`src/rtl/pcec_pkg.sv`:
```
/*
 * Constants for the pulse capture and event counter block: register
 * indices, field positions, mode codes, states and clock divider figures.
 * Assumes a single 10 MHz system clock and an AXI4-Lite register bus.
 */
package pcec_pkg;

   // ****************************************************************
   // Register indices (byte address is four times the index)
   // ****************************************************************
   localparam logic [7:0] IDX_TIMER_MODE = 8'ha0;
   localparam logic [7:0] IDX_TIMER_LOW  = 8'ha1;
   localparam logic [7:0] IDX_TIMER_HIGH = 8'ha2;
   localparam logic [7:0] IDX_EVENT_LOW  = 8'ha3;
   localparam logic [7:0] IDX_EVENT_HIGH = 8'ha4;
   localparam logic [7:0] IDX_CAPT_CTRL  = 8'ha5;
   localparam logic [7:0] IDX_STATUS     = 8'ha6;
   localparam int         ADDR_W         = 12;

   // ****************************************************************
   // Field positions and reset values
   // ****************************************************************
   localparam int TM_ENABLE   = 7;
   localparam int TM_RATE_HI  = 6;
   localparam int TM_RATE_LO  = 4;
   localparam int TM_CLK_SEL  = 3;
   localparam int CC_EVT_EN   = 7;
   localparam int CC_IN_SEL   = 3;
   localparam int CC_START    = 2;
   localparam int CC_FSEL_HI  = 1;
   localparam int CC_FSEL_LO  = 0;
   localparam int ST_IRQ      = 0;
   localparam logic [7:0] RESET_BYTE = 8'h00;

   // ****************************************************************
   // Function select codes, counter limits, bus answers
   // ****************************************************************
   localparam logic [1:0] FS_OFF   = 2'h0;
   localparam logic [1:0] FS_HIGH  = 2'h1;
   localparam logic [1:0] FS_LOW   = 2'h2;
   localparam logic [1:0] FS_CYCLE = 2'h3;
   localparam logic [9:0] EVENT_MAX = 10'h3ff;
   localparam logic [6:0] PRE_FULL  = 7'h7f;
   localparam logic [1:0] RESP_OKAY   = 2'h0;
   localparam logic [1:0] RESP_SLVERR = 2'h2;

   // ****************************************************************
   // Timing: instruction clock is the system clock divided by four
   // ****************************************************************
   localparam int         SYS_CLK_HZ = 10000000;
   localparam int         CPU_CLK_HZ = 2500000;
   localparam logic [1:0] CPU_DIV_M1 = 2'(SYS_CLK_HZ / CPU_CLK_HZ - 1);

   typedef enum logic [1:0] {
      PCEC_IDLE = 2'b00,
      PCEC_WAIT = 2'b01,
      PCEC_RUN  = 2'b10
   } pcec_state_t;

endpackage

```
`src/rtl/pcec_capture.sv`:
```
/*
 * Pulse capture unit with 10-bit event counter and its 16-bit timer count,
 * behind an AXI4-Lite slave. Assumes inputs synchronous to sys_clk_i and
 * a master that keeps at most one read and one write outstanding.
 */
// The implementer's own choice: the AXI4-Lite slave port.
`timescale 1ns/1ns
module pcec_capture (
   input  wire logic                        sys_clk_i,
   input  wire logic                        rst_i,
   input  wire logic                        capture_input_pin_i,
   input  wire logic                        resistor_freq_osc_i,
   input  wire logic [pcec_pkg::ADDR_W-1:0] s_axi_awaddr_i,
   input  wire logic                        s_axi_awvalid_i,
   output logic                             s_axi_awready_o,
   input  wire logic [31:0]                 s_axi_wdata_i,
   input  wire logic [3:0]                  s_axi_wstrb_i,
   input  wire logic                        s_axi_wvalid_i,
   output logic                             s_axi_wready_o,
   output logic [1:0]                       s_axi_bresp_o,
   output logic                             s_axi_bvalid_o,
   input  wire logic                        s_axi_bready_i,
   input  wire logic [pcec_pkg::ADDR_W-1:0] s_axi_araddr_i,
   input  wire logic                        s_axi_arvalid_i,
   output logic                             s_axi_arready_o,
   output logic [31:0]                      s_axi_rdata_o,
   output logic [1:0]                       s_axi_rresp_o,
   output logic                             s_axi_rvalid_o,
   input  wire logic                        s_axi_rready_i,
   output logic                             timer_irq_flag_o
);
   import pcec_pkg::*;

   pcec_state_t state, next_state;
   logic       timer_enable, next_timer_enable, timer_clock_select, next_timer_clock_select;
   logic [2:0] timer_prescale, next_timer_prescale;
   logic       event_count_enable, next_event_count_enable;
   logic       capture_input_select, next_capture_input_select;
   logic       capture_start, next_capture_start, irq, next_irq;
   logic [1:0] capture_function_select, next_capture_function_select;
   logic [15:0] tcnt, next_tcnt, tsnap, next_tsnap;
   logic [7:0]  thold, next_thold;
   logic [9:0]  ecnt, next_ecnt, esnap, next_esnap;
   logic [1:0]  ehold, next_ehold, cpu_cnt, next_cpu_cnt;
   logic [6:0]  pre, next_pre;
   logic        sync1, sync2, samp, next_samp;
   logic        awready, next_awready, bvalid, next_bvalid, arready, next_arready;
   logic        rvalid, next_rvalid;
   logic [1:0]  bresp, next_bresp, rresp, next_rresp;
   logic [7:0]  rdata, next_rdata, rd_byte;
   logic        cpu_tick, tick, rise, fall, active, start_edge, stop_edge, ovf;
   logic        wr, rd, wmap, rmap, wlo;
   logic [7:0]  widx, ridx, wbyte;
   logic [6:0]  mask;

   // ****************************************************************
   // Timer tick and input edges
   // ****************************************************************
   assign cpu_tick = (cpu_cnt == CPU_DIV_M1);
   assign mask     = PRE_FULL >> timer_prescale;
   // Fast clock is the system clock itself, so every cycle ticks
   assign tick     = timer_clock_select | (cpu_tick & ((pre | ~mask) == PRE_FULL));
   assign rise     = tick & sync2 & ~samp;
   assign fall     = tick & ~sync2 & samp;
   assign active   = timer_enable & capture_start & (capture_function_select != FS_OFF);

   // Edges that open and close a measurement; a level already present never counts
   always_comb begin
      start_edge = rise;
      stop_edge  = rise;
      if (!event_count_enable && capture_function_select == FS_LOW) begin
         start_edge = fall;
      end
      if (capture_function_select == FS_HIGH) begin
         stop_edge = fall;
      end
   end
   assign ovf = event_count_enable & rise & (ecnt == EVENT_MAX);

   // ****************************************************************
   // Bus decode
   // ****************************************************************
   assign wr    = s_axi_awvalid_i & awready & s_axi_wvalid_i;
   assign rd    = s_axi_arvalid_i & arready;
   assign widx  = s_axi_awaddr_i[9:2];
   assign ridx  = s_axi_araddr_i[9:2];
   assign wmap  = (s_axi_awaddr_i[11:10] == 2'h0) && widx >= IDX_TIMER_MODE && widx <= IDX_STATUS;
   assign rmap  = (s_axi_araddr_i[11:10] == 2'h0) && ridx >= IDX_TIMER_MODE && ridx <= IDX_STATUS;
   assign wlo   = wr & wmap & s_axi_wstrb_i[0];
   assign wbyte = s_axi_wdata_i[7:0];

   always_comb begin
      case (ridx)
         IDX_TIMER_MODE: rd_byte = {timer_enable, timer_prescale, timer_clock_select, 3'h0};
         IDX_TIMER_LOW:  rd_byte = tcnt[7:0];
         IDX_TIMER_HIGH: rd_byte = tsnap[15:8];
         IDX_EVENT_LOW:  rd_byte = ecnt[7:0];
         IDX_EVENT_HIGH: rd_byte = {6'h0, esnap[9:8]};
         IDX_CAPT_CTRL:  rd_byte = {event_count_enable, 3'h0, capture_input_select,
                                    capture_start, capture_function_select};
         IDX_STATUS:     rd_byte = {7'h0, irq};
         default:        rd_byte = RESET_BYTE;
      endcase
   end

   // ****************************************************************
   // Next state
   // ****************************************************************
   always_comb begin
      next_state = state;
      next_timer_enable = timer_enable;
      next_timer_prescale = timer_prescale;
      next_timer_clock_select = timer_clock_select;
      next_event_count_enable = event_count_enable;
      next_capture_input_select = capture_input_select;
      next_capture_start = capture_start;
      next_capture_function_select = capture_function_select;
      next_irq = irq;
      next_tcnt = tcnt;
      next_tsnap = tsnap;
      next_thold = thold;
      next_ecnt = ecnt;
      next_esnap = esnap;
      next_ehold = ehold;
      next_cpu_cnt = cpu_tick ? 2'h0 : cpu_cnt + 2'h1;
      next_pre = cpu_tick ? pre + 7'h1 : pre;
      next_samp = tick ? sync2 : samp;
      next_awready = s_axi_awvalid_i & s_axi_wvalid_i & ~awready & ~bvalid;
      next_bvalid = bvalid & ~s_axi_bready_i;
      next_bresp = bresp;
      next_arready = s_axi_arvalid_i & ~arready & ~rvalid;
      next_rvalid = rvalid & ~s_axi_rready_i;
      next_rresp = rresp;
      next_rdata = rdata;

      // Software clear goes first so a same-cycle hardware set wins
      if (wlo && widx == IDX_STATUS && wbyte[ST_IRQ]) begin
         next_irq = 1'b0;
      end

      case (state)
         PCEC_IDLE: begin
            if (active) begin
               next_state = PCEC_WAIT;
            end
         end
         PCEC_WAIT: begin
            if (!active) begin
               next_state = PCEC_IDLE;
            end else if (start_edge) begin
               next_state = PCEC_RUN;
            end
         end
         PCEC_RUN: begin
            if (!active) begin
               next_state = PCEC_IDLE;
            end else if (event_count_enable ? ovf : stop_edge) begin
               next_state = PCEC_IDLE;
               next_capture_start = 1'b0;
               next_irq = 1'b1;
               if (ovf) begin
                  next_ecnt = 10'h0;
               end
            end else begin
               if (tick) begin
                  next_tcnt = tcnt + 16'h1;
               end
               if (event_count_enable && rise) begin
                  next_ecnt = ecnt + 10'h1;
               end
            end
         end
         default: next_state = PCEC_IDLE;
      endcase

      if (wlo) begin
         case (widx)
            IDX_TIMER_MODE: begin
               next_timer_enable = wbyte[TM_ENABLE];
               next_timer_prescale = wbyte[TM_RATE_HI:TM_RATE_LO];
               next_timer_clock_select = wbyte[TM_CLK_SEL];
            end
            IDX_TIMER_HIGH: next_thold = wbyte;
            IDX_TIMER_LOW:  next_tcnt = {thold, wbyte};
            IDX_EVENT_HIGH: next_ehold = wbyte[1:0];
            IDX_EVENT_LOW:  next_ecnt = {ehold, wbyte};
            IDX_CAPT_CTRL: begin
               next_event_count_enable = wbyte[CC_EVT_EN];
               next_capture_input_select = wbyte[CC_IN_SEL];
               next_capture_start = wbyte[CC_START];
               next_capture_function_select = wbyte[CC_FSEL_HI:CC_FSEL_LO];
            end
            default: next_irq = next_irq;
         endcase
      end

      if (wr) begin
         next_bvalid = 1'b1;
         next_bresp = wmap ? RESP_OKAY : RESP_SLVERR;
      end
      if (rd) begin
         next_rvalid = 1'b1;
         next_rresp = rmap ? RESP_OKAY : RESP_SLVERR;
         next_rdata = rmap ? rd_byte : RESET_BYTE;
         if (rmap && ridx == IDX_TIMER_LOW) begin
            next_tsnap = tcnt;
         end
         if (rmap && ridx == IDX_EVENT_LOW) begin
            next_esnap = ecnt;
         end
      end
   end

   // ****************************************************************
   // Registers
   // ****************************************************************
   always_ff @(posedge sys_clk_i or posedge rst_i) begin
      if (rst_i) begin
         state <= PCEC_IDLE;
         {timer_enable, timer_prescale, timer_clock_select} <= 5'h0;
         {event_count_enable, capture_input_select, capture_start} <= 3'h0;
         capture_function_select <= FS_OFF;
         irq <= 1'b0;
         {tcnt, tsnap, thold} <= 40'h0;
         {ecnt, esnap, ehold} <= 22'h0;
         {cpu_cnt, pre} <= 9'h0;
         {sync1, sync2, samp} <= 3'h0;
         {awready, bvalid, arready, rvalid} <= 4'h0;
         {bresp, rresp} <= 4'h0;
         rdata <= RESET_BYTE;
      end else begin
         state <= next_state;
         {timer_enable, timer_prescale, timer_clock_select} <=
            {next_timer_enable, next_timer_prescale, next_timer_clock_select};
         {event_count_enable, capture_input_select, capture_start} <=
            {next_event_count_enable, next_capture_input_select, next_capture_start};
         capture_function_select <= next_capture_function_select;
         irq <= next_irq;
         {tcnt, tsnap, thold} <= {next_tcnt, next_tsnap, next_thold};
         {ecnt, esnap, ehold} <= {next_ecnt, next_esnap, next_ehold};
         {cpu_cnt, pre} <= {next_cpu_cnt, next_pre};
         sync1 <= capture_input_select ? resistor_freq_osc_i : capture_input_pin_i;
         sync2 <= sync1;
         samp <= next_samp;
         {awready, bvalid, arready, rvalid} <= {next_awready, next_bvalid, next_arready, next_rvalid};
         {bresp, rresp} <= {next_bresp, next_rresp};
         rdata <= next_rdata;
      end
   end

   assign s_axi_awready_o  = awready;
   assign s_axi_wready_o   = awready;
   assign s_axi_bvalid_o   = bvalid;
   assign s_axi_bresp_o    = bresp;
   assign s_axi_arready_o  = arready;
   assign s_axi_rvalid_o   = rvalid;
   assign s_axi_rresp_o    = rresp;
   assign s_axi_rdata_o    = {24'h0, rdata};
   assign timer_irq_flag_o = irq;
endmodule // pcec_capture

```
`config.mk`:
```
export PLATFORM = sky130hd
export DESIGN_NAME = pcec_capture
export DESIGN_NICKNAME = d
export VERILOG_FILES = /design/src/rtl/pcec_pkg.sv /design/src/rtl/pcec_capture.sv
export SDC_FILE = /design/constraint.sdc
export NUM_CORES = 1
export LEC_CHECK = 0
export ABC_AREA = 1
export BUFFER_PORTS_ARGS = -buffer_cell sky130_fd_sc_hd__buf_2
export CORE_MARGIN = 5
export CORE_UTILIZATION = 59
export DETAILED_ROUTE_END_ITERATION = 6
export GPL_ROUTABILITY_DRIVEN = 0
export PLACE_DENSITY = 0.86
export SYNTH_ARGS = -nofsm -noshare
export SYNTH_HDL_FRONTEND = slang
export SYNTH_SLANG_ARGS = --single-unit
```
`constraint.sdc`:
```
create_clock -name sys_clk_i -period 7.6 [get_ports sys_clk_i]
set_input_delay 0.76 -clock sys_clk_i [delete_from_list [all_inputs] [get_ports sys_clk_i]]
set_output_delay 0.76 -clock sys_clk_i [all_outputs]
set_load 0.05 [all_outputs]
```
* Word-level counts from Yosys, hierarchy flattened *
Cells that the tools add are included.

cells by class
  muxes and demuxes = 39
  bitwise gates (word level) = 32
  $lt $le $gt $ge = 4
  eq/ne operators = 24
  reductions and logical operators = 22
  add/subtract/negate cells = 4
  shift operators = 1

operators with widths
  kind                                                               number
  8-bit == test, second input constant                               14
  16-bit 2-to-1 mux                                                  6
  10-bit 2-to-1 mux                                                  7
  8-bit case mux with 7 select lines                                 1
  1-bit bitwise AND                                                  21
  16-bit by 1-bit adder with 16-bit output, second input constant    1
  8-bit greater-or-equal comparator, second input constant           2
  8-bit less-or-equal comparator, second input constant              2
  2-bit 2-to-1 mux                                                   8
  1-bit 2-to-1 mux                                                   15
  2-bit AND reduction                                                6
  10-bit by 1-bit adder with 10-bit output, second input constant    1
  10-bit == test, second input constant                              1
  1-bit logical AND                                                  10
  8-bit 2-to-1 mux                                                   1
  1-bit inverter                                                     8
  7-bit by 1-bit adder with 7-bit output, second input constant      1
  7-bit == test, second input constant                               1
  7-bit inverter                                                     1
  7-bit bitwise OR                                                   1
  7-bit by 3-bit >> shifter with 7-bit output, first input constant  1
  2-bit == test, second input constant                               3
  2-bit zero test                                                    3
  3-bit != test, second input constant                               2
  8 further kinds                                                    9

storage, ports and cells
  input bits = 69
  word-level logic and storage cells = 153
  output and inout port bits = 42
  register bits after elaboration = 103

* Logic depth before layout (Yosys ltp) *
Gate-level depths: netlist (run 1).

  word-level depth = 16
  depth in mapped cells = 16

* Worst setup path before layout (run 1) *
Ideal clock, no wire load.

  kind = input-to-reg
  start = in s_axi_awaddr_i[8] (netlist name)
  end = reg thold[0]
  data arrival time = 2.005 ns
  required time = 7.475 ns
  slack = 5.470 ns
  library setup time = 0.125 ns
  buffers on the path = 0
  cell stages on the path = 8
  cell sequence = inv_1 nand2_1 o21ai_0 nand2_1 nor2_1 nand3_2 nor2_2 mux2_2

on the way
  word-level cells in the longest chain between the ends = 6

RTL lines
  what                                      line                 RTL
  start: declaration                        pcec_capture.sv:13   input wire logic [pcec_pkg::ADDR_W-1:0] s_axi_awaddr_i,
  8-bit greater-or-equal comparator         pcec_capture.sv:87   assign wmap = (s_axi_awaddr_i[11:10] == 2'h0) && widx >= IDX_TIMER_MODE && widx <= IDX_STATUS;
  1-bit logical AND (2 in a row)            pcec_capture.sv:87
  1-bit bitwise AND (2 in a row)            pcec_capture.sv:89   assign wlo = wr & wmap & s_axi_wstrb_i[0];
  2-bit AND reduction (no source line) (*)  n/a
  end signal: assignment                    pcec_capture.sv:239  {tcnt, tsnap, thold} <= {next_tcnt, next_tsnap, next_thold};
  end: declaration                          pcec_capture.sv:42   logic [7:0] thold, next_thold;

Every way passes the cells marked *; elsewhere a longest branch is shown, timed or not.
A chain may end at the register's enable or synchronous reset.

* Worst setup path in the final report (run 1) *
  start = reg cpu_cnt[0]
  end = reg tcnt[5]

on the way
  word-level cells in the longest chain between the ends = 13

RTL lines
  what                            line                 RTL
  start: declaration              pcec_capture.sv:44   logic [1:0] ehold, next_ehold, cpu_cnt, next_cpu_cnt;
  start signal: assignment        pcec_capture.sv:241  {cpu_cnt, pre} <= {next_cpu_cnt, next_pre};
  2-bit == test (*)               pcec_capture.sv:59   assign cpu_tick = (cpu_cnt == CPU_DIV_M1);
  1-bit bitwise AND (*)           pcec_capture.sv:62   assign tick = timer_clock_select | (cpu_tick & ((pre | ~mask) == PRE_FULL));
  1-bit bitwise OR (*)            pcec_capture.sv:62
  1-bit bitwise AND (2 in a row)  pcec_capture.sv:63   assign rise = tick & sync2 & ~samp;
  1-bit bitwise AND (2 in a row)  pcec_capture.sv:78   assign ovf = event_count_enable & rise & (ecnt == EVENT_MAX);
  1-bit 2-to-1 mux                pcec_capture.sv:157  end else if (event_count_enable ? ovf : stop_edge) begin
  16-bit 2-to-1 mux (*)           pcec_capture.sv:157
  16-bit 2-to-1 mux (*)           pcec_capture.sv:155  if (!active) begin
  16-bit 2-to-1 mux (*)           pcec_capture.sv:141  case (state)
  16-bit 2-to-1 mux               pcec_capture.sv:177  case (widx)
  16-bit 2-to-1 mux (*)           pcec_capture.sv:176  if (wlo) begin
  net next_tcnt[5]                pcec_capture.sv:41   logic [15:0] tcnt, next_tcnt, tsnap, next_tsnap;
  end signal: assignment          pcec_capture.sv:239
  end: declaration                pcec_capture.sv:41

Mark *: on every way through the listed nets, which the timed path passes. The rest lies on a longest branch.

==> results.md, run 1 <==
- R2R Setup Slk: 4.73 ns
- Crit share post-route: 37.7%
- Syn Area/Cell: 7.80 µm²
- Max Cap Violations: 0
- WL final: 11700 µm
- IO buf count: 53
- Critical Path Sink Type: flop
- Layout area overhead: 9.03%
- Hold Path Depth: 0
- Cts hold-fix bufs: 0
- Post-cts sizing count: 0
- Post-synth top area share: 43.0%
- Dominant cell by count in the synthesized netlist: nand2_1
- Final hold violation count: 0
- CP max FO: 20
- Max Slew Vio Count: 0
- Die footprint: 10300 µm²
- Area of the core: 8180 µm²
- CTS tree: done
- Ys async rst share: 100%
- Fin crit period: 2.87 ns
- Buffer depth of the longest clock path: 2
- Worst setup SP type: flop
- Reg2Reg Depth: 12
- Worst path arrival time: 3.16 ns
- Largest net degree at the start of global routing: 86
- Synth top area cells: dfrtp_1 43%, nand2_1 10%, inv_1 6.3%
- Later-pin clock latency in the skew report: 0.37 ns
- Largest area contributor in the netlist: dfrtp_1
- RSZ-0062 raised after global routing: false
- FF+latch area: 2130 µm²
- VDD IR max: 111 µV
- H-tree level count: 3
- Share of post-route cells with drive strength above 1: 16.1%
- P_leak: 2.63 nW
- Die Y: 102 µm
- Setup-failing EPs final: 0
- Met1 Use GR: 32.6%
- Clock Sinks: 85
- Multi-input logic area: 2320 µm²
- Drt pass-1 iters: 5
- CTS Buf Count: 9
- Critical-path cell list: ha_1 > nand2_1 > a21oi_1 > nand2_2 > nand2_4 > nand4_4 > nor2_2 > nor2_1 > nand3_1 > nand2_1 > nand2_1 > a21oi_1
- Critical Path Slowest Stage Cell: nor2_1
- Setup TNS: 0 ns
- Design area: 5390 µm²
- Starting Density: 60.5%
- Hpwl dp: 8710 µm
- Top_reg_cell synth: dfrtp_1
- Filler cells: 699
- WHS Endpoint: sync2
- Global-route wire length before repair: 19500 µm
- # diodes: 0
- Status: finished, final reports clean
- Post-CTS setup buffer count: 0
- Warning count from the yosys run: 0
- Seq cells post-synth: 85
- Hold WC Path Type: reg2reg
- Die width: 102 µm
- Final ANT Viol Nets: 0
- Slew Limit Headroom: 8.25%
- Synth unique cells: 44
- Initial antenna violation count: 0
- Most used cell, CP: nand2_1
- Top post-synthesis cells by count: 133 x nand2_1, 85 x dfrtp_1, 83 x inv_1, 56 x nor2_1
- Overflow after GRT: 0
- Rows: 33
- Worst path required time: 7.90 ns
- Power Dens Cells: 166 nW/µm²
- Crit Path Category: reg2reg
- Worst Tran Pin Value: 1.37 ns
- Placed Area: 5170 µm²
- Achievable clock frequency: 349 MHz
- Slowest cell delay on critical path: 1.02 ns
- Post-synthesis sequential area ratio: 43.0%
- Number of enable flip-flop cells after synthesis: 0
- Gr usage total: 23.9%
- DRT iter0 DRCs: 403
- Cell area after synthesis: 4950 µm²
- Worst Skew: 0.00913 ns
- Avg WL per Cell: 14.7 µm
- Met2 Usage GRT: 37.2%
- Top Ports: 111
- Syn Inst Count: 634
- Via count: 4454
- Global route hottest layer: met2
- Fin nets: 759
- Worst-path clk slew: 0.09 ns
- GR Util met3: 5.72%
- Hold Crit Start: sync1
- Worst R2R Start: cpu_cnt[0]
- R2R Path End: tcnt[5]
- Vias in the first global route: 4165
- Root buf cell: clkbuf_8
- Residual DRC: 0
- Via/cell ratio: 5.60
==> worst max path at each step <==
stage | cells after the start | slack [ns] | to | start
finish | 12 | 4.73 | tcnt[5] | cpu_cnt[0]
global route | 12 | 4.49 | tcnt[5] | cpu_cnt[0]
CTS | 12 | 4.78 | tcnt[5] | cpu_cnt[0]
detailed placement | 12 | 4.80 | tcnt[5] | cpu_cnt[0]
global placement | 13 | 4.91 | tcnt[15] | cpu_cnt[0]
floorplan | 1 | 4.65 | capture_function_select[0] | rst_i
==> kinds of logic after synthesis <==
family	after synthesis	synth area share, %
compound gates	101	11.7
xor+xnor	8	1.42
fa+ha+maj	4	1.01
buf+inv	124	12.1
flops	85	43.0
mux	11	2.50
other cells	1	0.0758
simple gates	300	28.2
==> cell type report <==
cell class | count | area share, %
tap | 105 | 2.44
sequential | 85 | 39.4
multi-input combinational | 450 | 43.0
inverter | 86 | 6.01
timing repair buffer | 54 | 5.06
clock inverter | 5 | 1.55
clock buffer | 10 | 2.55
==> registers in the layout, indices dropped and copies added (netlist names), 2 cells and up <==
register	cells
ehold	2
thold	8
cpu_cnt	2
tcnt	16
pre	7
timer_prescale	3
capture_function_select	2
esnap	2
rdata	8
tsnap	8
state	2
ecnt	10
==> routing by layer <==
| layer | part of all wire (%) | routed length (µm) |
|---|---|---|
| met4 | 3.0 | 350 |
| met1 | 43 | 5000 |
| met5 | 0 | 0 |
| met2 | 45 | 5260 |
| met3 | 9.3 | 1090 |
==> worst max-delay path: cells and delay by family (launching register included) <==
family                     cells  cell delay [ns]
and+or+nand+nor                9             1.95
DFF                            1             0.39
adders and majority gates      1             0.29
AOI/OAI and AO/OA              2             0.16
==> where the power goes <==
group	total, mW	switching (mW)	internal (mW)
combinational	0.0804	0.0666	0.0138
clock	0.360	0.166	0.193
sequential	0.457	0.00219	0.455
==> cell usage in the layout, fill, tap and decap left out, types with 17 or more instances in the layout <==
cell type,netlist,routed
a21oi_1,21,21
o21ai_0,50,50
conb_1,1,26
inv_1,83,82
nand4_1,17,17
nor2_1,56,56
buf_2,6,53
nand2_1,133,133
nand3_1,50,50
dfrtp_1,85,85
==> stage by stage <==
step | cells | hold WS, ns | utilization, % | total power, mW | worst slack, ns
2_1_floorplan | 659 | 0.331 | - | 0.535 | 4.65
3_3_place_gp | 780 | 0.339 | 63.3 | 0.546 | 4.91
3_5_place_dp | 780 | 0.349 | 63.3 | 0.547 | 4.80
4_1_cts | 795 | 0.359 | 66.0 | 0.901 | 4.78
5_1_grt | 795 | 0.371 | 66.0 | 0.928 | 4.49
6_report | 795 | 0.356 | 66.0 | 0.897 | 4.73
No activity file was read; power rests on OpenSTA's default activity.
==> run 2, diff against run 1 <==
--- a/config.mk
+++ b/config.mk
@@ -8,10 +8,10 @@
 export ABC_AREA = 1
 export BUFFER_PORTS_ARGS = -buffer_cell sky130_fd_sc_hd__buf_2
 export CORE_MARGIN = 5
-export CORE_UTILIZATION = 59
+export CORE_UTILIZATION = 55
 export DETAILED_ROUTE_END_ITERATION = 6
 export GPL_ROUTABILITY_DRIVEN = 0
-export PLACE_DENSITY = 0.86
+export PLACE_DENSITY = 0.81
 export SYNTH_ARGS = -nofsm -noshare
 export SYNTH_HDL_FRONTEND = slang
 export SYNTH_SLANG_ARGS = --single-unit
==> constraint.sdc (replaced) <==
create_clock -name sys_clk_i -period 2.85 [get_ports sys_clk_i]
set_input_delay 0.285 -clock sys_clk_i [delete_from_list [all_inputs] [get_ports sys_clk_i]]
set_output_delay 0.285 -clock sys_clk_i [all_outputs]
set_load 0.05 [all_outputs]
==> run 2 against run 1 <==
Largest cell class unchanged. Critical path depth is 1 lower. Sequential share of layout area is 0.12 points lower. Clock skew is 0.0075 ns higher. Largest power group unchanged. Highest routed layer unchanged. Hold slack worse by 0.32 ns.
==> results.md, run 2 (synthesized netlist as in run 1, its figures left out) <==
- Status: finished, final reports clean
- CP max FO: 26 (+30%)
- Fin nets: 762 (+0.40%)
- Drt pass-1 iters: 5 (unchanged)
- Sw Pwr: 0.638 mW (+170%)
- Post-cts sizing count: 0 (unchanged)
- Final hold violation count: 0 (unchanged)
- Setup-failing EPs final: 0 (unchanged)
- Buffer depth of the longest clock path: 2 (unchanged)
- Later-pin clock latency in the skew report: 0.37 ns (about the same)
- Hpwl dp: 9010 µm (+3.5%)
- Avg WL per Cell: 14.9 µm (+1.3%)
- Crit share post-route: 83.4% (+46 points)
- Die footprint: 11000 µm² (+6.5%)
- Die Y: 105 µm (+3.2%)
- Worst slack, placed: 0.499 ns (-4.30 ns)
- Cts hold-fix bufs: 0 (unchanged)
- Clock Sinks: 85 (unchanged)
- Largest net degree at the start of global routing: 48 (-44%)
- Vias in the first global route: 4062 (-2.5%)
- Switching share of total power: 27.5% (+1.3 points)
- Final ANT Viol Nets: 0 (unchanged)
- Worst setup SP type: flop
- Clock share of power: 38.0% (-2.1 points)
- Share of post-route cells with drive strength above 1: 16.4% (+0.34 points)
- Worst-path clk slew: 0.10 ns (about the same)
- Comb pwr share: 9.4% (+0.4 points)
- Critical Path Sink Type: flop
- Overflow after GRT: 0 (unchanged)
- # diodes: 0 (unchanged)
- IO buf count: 53 (unchanged)
- Slew Limit Headroom: 46.0% (+38 points)
- Filler cells: 793 (+13%)
- Achievable clock frequency: 421 MHz (+21%)
- Root buf cell: clkbuf_8
- DRT iter0 DRCs: 393 (-2.5%)
- Initial antenna violation count: 0 (unchanged)
- Starting Density: 56.5% (-4.1 points)
- H-tree level count: 3 (unchanged)
- Worst path required time: 3.10 ns (-4.80 ns)
- Power Dens Cells: 429 nW/µm² (+160%)
- Int Power: 1.68 mW (+150%)
- Finished Core Util: 61.7% (-4.2 points)
- Worst Skew: 0.0166 ns (+0.00747 ns)
- CTS tree: done
- Top Ports: 111 (unchanged)
- Rows: 34 (+3.0%)
- CTS Buf Count: 9 (unchanged)
- Layout area overhead: 9.36%
- Via count: 4437 (-0.38%)
- RSZ-0062 raised after global routing: false
- Hold WC Path Type: in2async
- Die width: 105 µm (+3.2%)
- WL final: 12000 µm (+2.2%)
- Flop pwr share: 52.5% (+1.5 points)
- Most frequent cells in the layout: 133 x nand2_1, 85 x dfrtp_1, 82 x inv_1, 56 x nor2_1, 53 x buf_2
- Worst Tran Pin Value: 0.809 ns (-0.562 ns)
- Fin worst setup slack: 0.474 ns (-4.26 ns)
- Fin crit period: 2.38 ns (-0.491 ns)
- Max Cap Violations: 0 (unchanged)
- Area of the core: 8760 µm² (+7.2%)
- Post-CTS setup buffer count: 0 (unchanged)
- Global-route wire length before repair: 19600 µm (+0.71%)
- Gr usage total: 21.8% (-2.0 points)
- Setup TNS: 0 ns (unchanged)
- Via/cell ratio: 5.53 (-1.3%)
- Crit Path Category: reg2reg
- Most common cell after layout, fill and taps aside: nand2_1
- Worst path arrival time: 2.63 ns (-0.53 ns)
- P_leak: 2.64 nW (+0.65%)
- Max Slew Vio Count: 0 (unchanged)
- Max FFs per register: 16 (unchanged)
- VDD IR max: 248 µV (+120%)
- Residual DRC: 0 (unchanged)
## run 2: cell count changes in the layout (fill, tap and decap cells not counted)
cell,before,now
clkbuf_1,0,1
bufinv_16,2,1
clkinvlp_4,2,0
clkinv_2,1,3
clkinv_4,0,1
buf_4,1,3
buf_12,0,1
## run 2: stage by stage
step	area (µm²)	total power, mW	hold slack [ns]	instances
floorplan	5040	1.43	0.331	659
global placement	5210	1.46	0.335	786
detailed placement	5210	1.46	0.346	786
CTS	5410	2.34	0.0569	802
global route	5410	2.40	0.0930	802
finish	5410	2.32	0.0395	802
## run 2: area by class of cell
class	instances	area, µm²	area share, %
multi-input combinational	450	2320	42.8
sequential	85	2130	39.3
inverter	86	324	5.99
timing repair buffer	57	308	5.69
clock buffer	11	141	2.61
tap	108	135	2.50
clock inverter	5	57.6	1.06
## run 2: critical path: stages (launching register included)
cell and delay, ns:
dfrtp_1 0.37, ha_1 0.32, nand2_1 0.09, a21oi_1 0.16, nand2_2 0.09, nand2_4 0.15, nand3_1 0.15, nand2_1 0.14
nand3_4 0.27, inv_2 0.14, nor2_2 0.09, mux2_2 0.28
## run 2: routing by layer
layer | wire [µm] | vias to the layer above | global-route usage (%)
li1 | - | 2141 | -
met1 | 5290 | 2057 | 30.3
met2 | 5300 | 217 | 33.0
met3 | 1030 | 22 | 5.36
met4 | 335 | 0 | 8.49
met5 | 0 | - | 0
## run 2: power groups by stage
stage	clock network [mW]	registers (mW)	logic (mW)
floorplan	0	1.27	0.155
global placement	0	1.24	0.216
detailed placement	0	1.24	0.220
CTS	0.901	1.22	0.220
global route	0.945	1.22	0.236
finish	0.883	1.22	0.219
## run 2: final timing paths
| check | start | endpoint | slack (ns) | depth (start not counted) |
|---|---|---|---|---|
| max | cpu_cnt[0] | state[1] | 0.47 | 11 |
| min | rst_i | tcnt[14] | 0.04 | 2 |
| max reg2reg | cpu_cnt[0] | state[1] | 0.47 | 11 |
| min reg2reg | sync1 | sync2 | 0.36 | 0 |
| max in group asynchronous | rst_i | thold[2] | 2.13 | 3 |
| min in group sys_clk_i | s_axi_bready_i | s_axi_bvalid_o | 0.08 | 2 |
==> run 3, diff against run 2 <==
--- a/config.mk
+++ b/config.mk
@@ -8,10 +8,10 @@
 export ABC_AREA = 1
 export BUFFER_PORTS_ARGS = -buffer_cell sky130_fd_sc_hd__buf_2
 export CORE_MARGIN = 5
-export CORE_UTILIZATION = 55
+export CORE_UTILIZATION = 49
 export DETAILED_ROUTE_END_ITERATION = 6
 export GPL_ROUTABILITY_DRIVEN = 0
-export PLACE_DENSITY = 0.81
+export PLACE_DENSITY = 0.76
 export SYNTH_ARGS = -nofsm -noshare
 export SYNTH_HDL_FRONTEND = slang
 export SYNTH_SLANG_ARGS = --single-unit
==> constraint.sdc (replaced) <==
create_clock -name sys_clk_i -period 2.05 [get_ports sys_clk_i]
set_input_delay 0.205 -clock sys_clk_i [delete_from_list [all_inputs] [get_ports sys_clk_i]]
set_output_delay 0.205 -clock sys_clk_i [all_outputs]
set_load 0.05 [all_outputs]
==> run 3 against run 2 <==
Sequential cell count unchanged. Hold slack got worse by 0.025 ns. Design area rose by 7.6%. First-iteration DRC count grew 9.4%. Wire length grew 9.8%. Cell count grew 7.9%. Critical endpoint unchanged. Largest cell class unchanged.
==> results.md, run 3 (synthesized netlist as in run 1, its figures left out) <==
- Achievable clock frequency: 510 MHz (+21%)
- Total Power: 3.14 mW (+35%)
- Initial antenna violation count: 0 (unchanged)
- Root buf cell: clkbuf_8
- Die Y: 110 µm (+5.4%)
- Fin crit period: 1.96 ns (-0.416 ns)
- Die footprint: 12200 µm² (+11%)
- Fin nets: 802 (+5.2%)
- Worst Skew: 0.0138 ns (-0.00276 ns)
- Global-route wire length before repair: 20900 µm (+6.5%)
- WL final: 13100 µm (+9.8%)
- VDD IR max: 298 µV (+20%)
- Overflow after GRT: 0 (unchanged)
- Crit Path Category: reg2reg
- RSZ-0062 raised after global routing: true
- Drt pass-1 iters: 6 (+1)
- Finished Layout Cells: 865 (+7.9%)
- Filler cells: 897 (+13%)
- Max FFs per register: 16 (unchanged)
- # diodes: 0 (unchanged)
- CTS Buf Count: 9 (unchanged)
- Via count: 4676 (+5.4%)
- Clock Sinks: 85 (unchanged)
- Finished Core Util: 59.3% (-2.5 points)
- Worst slack, placed: -0.397 ns (-0.896 ns)
- Buffer depth of the longest clock path: 2 (unchanged)
- Rows: 36 (+5.9%)
- Final hold violation count: 0 (unchanged)
- CTS tree: done
- IO buf count: 53 (unchanged)
- Top Ports: 111 (unchanged)
- Residual DRC: 0 (unchanged)
- Worst path required time: 2.32 ns (-0.78 ns)
- Vias in the first global route: 4402 (+8.4%)
- FF+latch area: 2130 µm² (unchanged)
- Area of the core: 9820 µm² (+12%)
- Power Dens Cells: 540 nW/µm² (+26%)
- CP max FO: 8 (-69%)
- Layout area overhead: 17.6%
- Starting Density: 50.4% (-6.1 points)
- Worst path arrival time: 2.23 ns (-0.40 ns)
- Share of post-route cells with drive strength above 1: 22.0% (+5.6 points)
- P_leak: 2.83 nW (+7.1%)
- Most common cell after layout, fill and taps aside: nand2_1
- H-tree level count: 3 (unchanged)
- Setup-failing EPs final: 0 (unchanged)
- Critical Path Sink Type: flop
- Most frequent cells in the layout: 131 x nand2_1, 85 x dfrtp_1, 82 x inv_1, 54 x nor2_1, 54 x buf_2
- Max Cap Violations: 0 (unchanged)
- Worst setup SP type: flop
- Slew Limit Headroom: 64.7% (+19 points)
- R2R Setup Slk: 0.09 ns (-0.38 ns)
- Worst-path clk slew: 0.08 ns (-0.02 ns)
- DRT iter0 DRCs: 430 (+9.4%)
- Largest net degree at the start of global routing: 72 (+50%)
- Worst Tran Pin Value: 0.527 ns (-0.282 ns)
- Fin worst setup slack: 0.0897 ns (-0.384 ns)
- Final ANT Viol Nets: 0 (unchanged)
- Status: finished, final reports clean
- Die width: 110 µm (+5.4%)
- Hpwl dp: 9720 µm (+7.9%)
- Crit share post-route: 95.6% (+12 points)
- Via/cell ratio: 5.41 (-2.3%)
- Gr usage total: 20.8% (-1.0 points)
- Hold WC Path Type: in2reg
- Max Slew Vio Count: 0 (unchanged)
- Avg WL per Cell: 15.2 µm (+1.8%)
- Inst Count DP: 844 (+7.4%)
- Multi-input logic area: 2400 µm² (+3.4%)
- Later-pin clock latency in the skew report: 0.38 ns (about the same)
## run 3: cell count changes in the layout (fill, tap and decap cells not counted), moves of 3 or more
cell,previous run,this run
buf_4,3,37
clkinvlp_4,0,3
a21oi_2,3,6
a21oi_1,21,18
nor2_4,0,5
## run 3: per-layer routing
| metal | wire (µm) | up-vias | GRT usage, % | part of all wire, % |
|---|---|---|---|---|
| met3 | 1150 | 23 | 5.20 | 8.8 |
| met4 | 323 | 0 | 7.39 | 2.5 |
| met1 | 5690 | 2181 | 27.9 | 43 |
| met5 | 0 | - | 0 | 0 |
| met2 | 5970 | 249 | 32.8 | 45 |
| li1 | - | 2223 | - | - |
## run 3: final cells by class
cell class,instances,area share [%]
clock buffer,10,2.19
clock inverter,4,0.882
sequential,85,36.6
inverter,86,5.68
multi-input combinational,451,41.2
timing repair buffer,96,10.7
tap,133,2.86
## run 3: final timing paths
check | startpoint | endpoint | depth (start not counted)
min in group asynchronous | rst_i | thold[6] | 3
hold reg to reg | sync1 | sync2 | 0
setup reg to reg | timer_prescale[1] | state[1] | 12
setup / recovery | timer_prescale[1] | state[1] | 12
max in group asynchronous | rst_i | tsnap[14] | 4
hold / removal | s_axi_bready_i | s_axi_bvalid_o | 2
## run 3: worst max-delay path, stage by stage (launching register included)
cell	delay, ns
dfrtp_1	0.41
inv_1	0.09
a21oi_2	0.13
nand2_1	0.06
nand2_1	0.07
nand2_2	0.09
nand2_8	0.13
nand4_4	0.10
buf_6	0.17
o21ai_1	0.14
nor2_2	0.04
buf_4	0.16
mux2_2	0.26
## run 3: timing repair
action | in CTS | in global routing
setup endpoints to repair | 18 | 25
hold endpoints to repair | 14 | 0
pin swaps | 1 | 5
setup buffers | 1 | 5
gates resized for setup | 4 | 17
cloned | 0 | 1
hold buffers | 1 | 0
## run 3: power breakdown
group	switching (mW)	internal, mW	total, mW
Sequential	0.00940	1.69	1.70
Clock	0.590	0.550	1.14
Combinational	0.251	0.0562	0.307
## run 3: metrics by stage
step           setup TNS [ns]  cell area [µm²]  hold slack (ns)
3_5_place_dp            -4.46             5490            0.219
3_3_place_gp            -3.07             5490            0.204
2_1_floorplan               0             5040            0.301
6_report                    0             5820           0.0146
4_1_cts                     0             5700          0.00464
5_1_grt               -0.0977             5820          0.00412
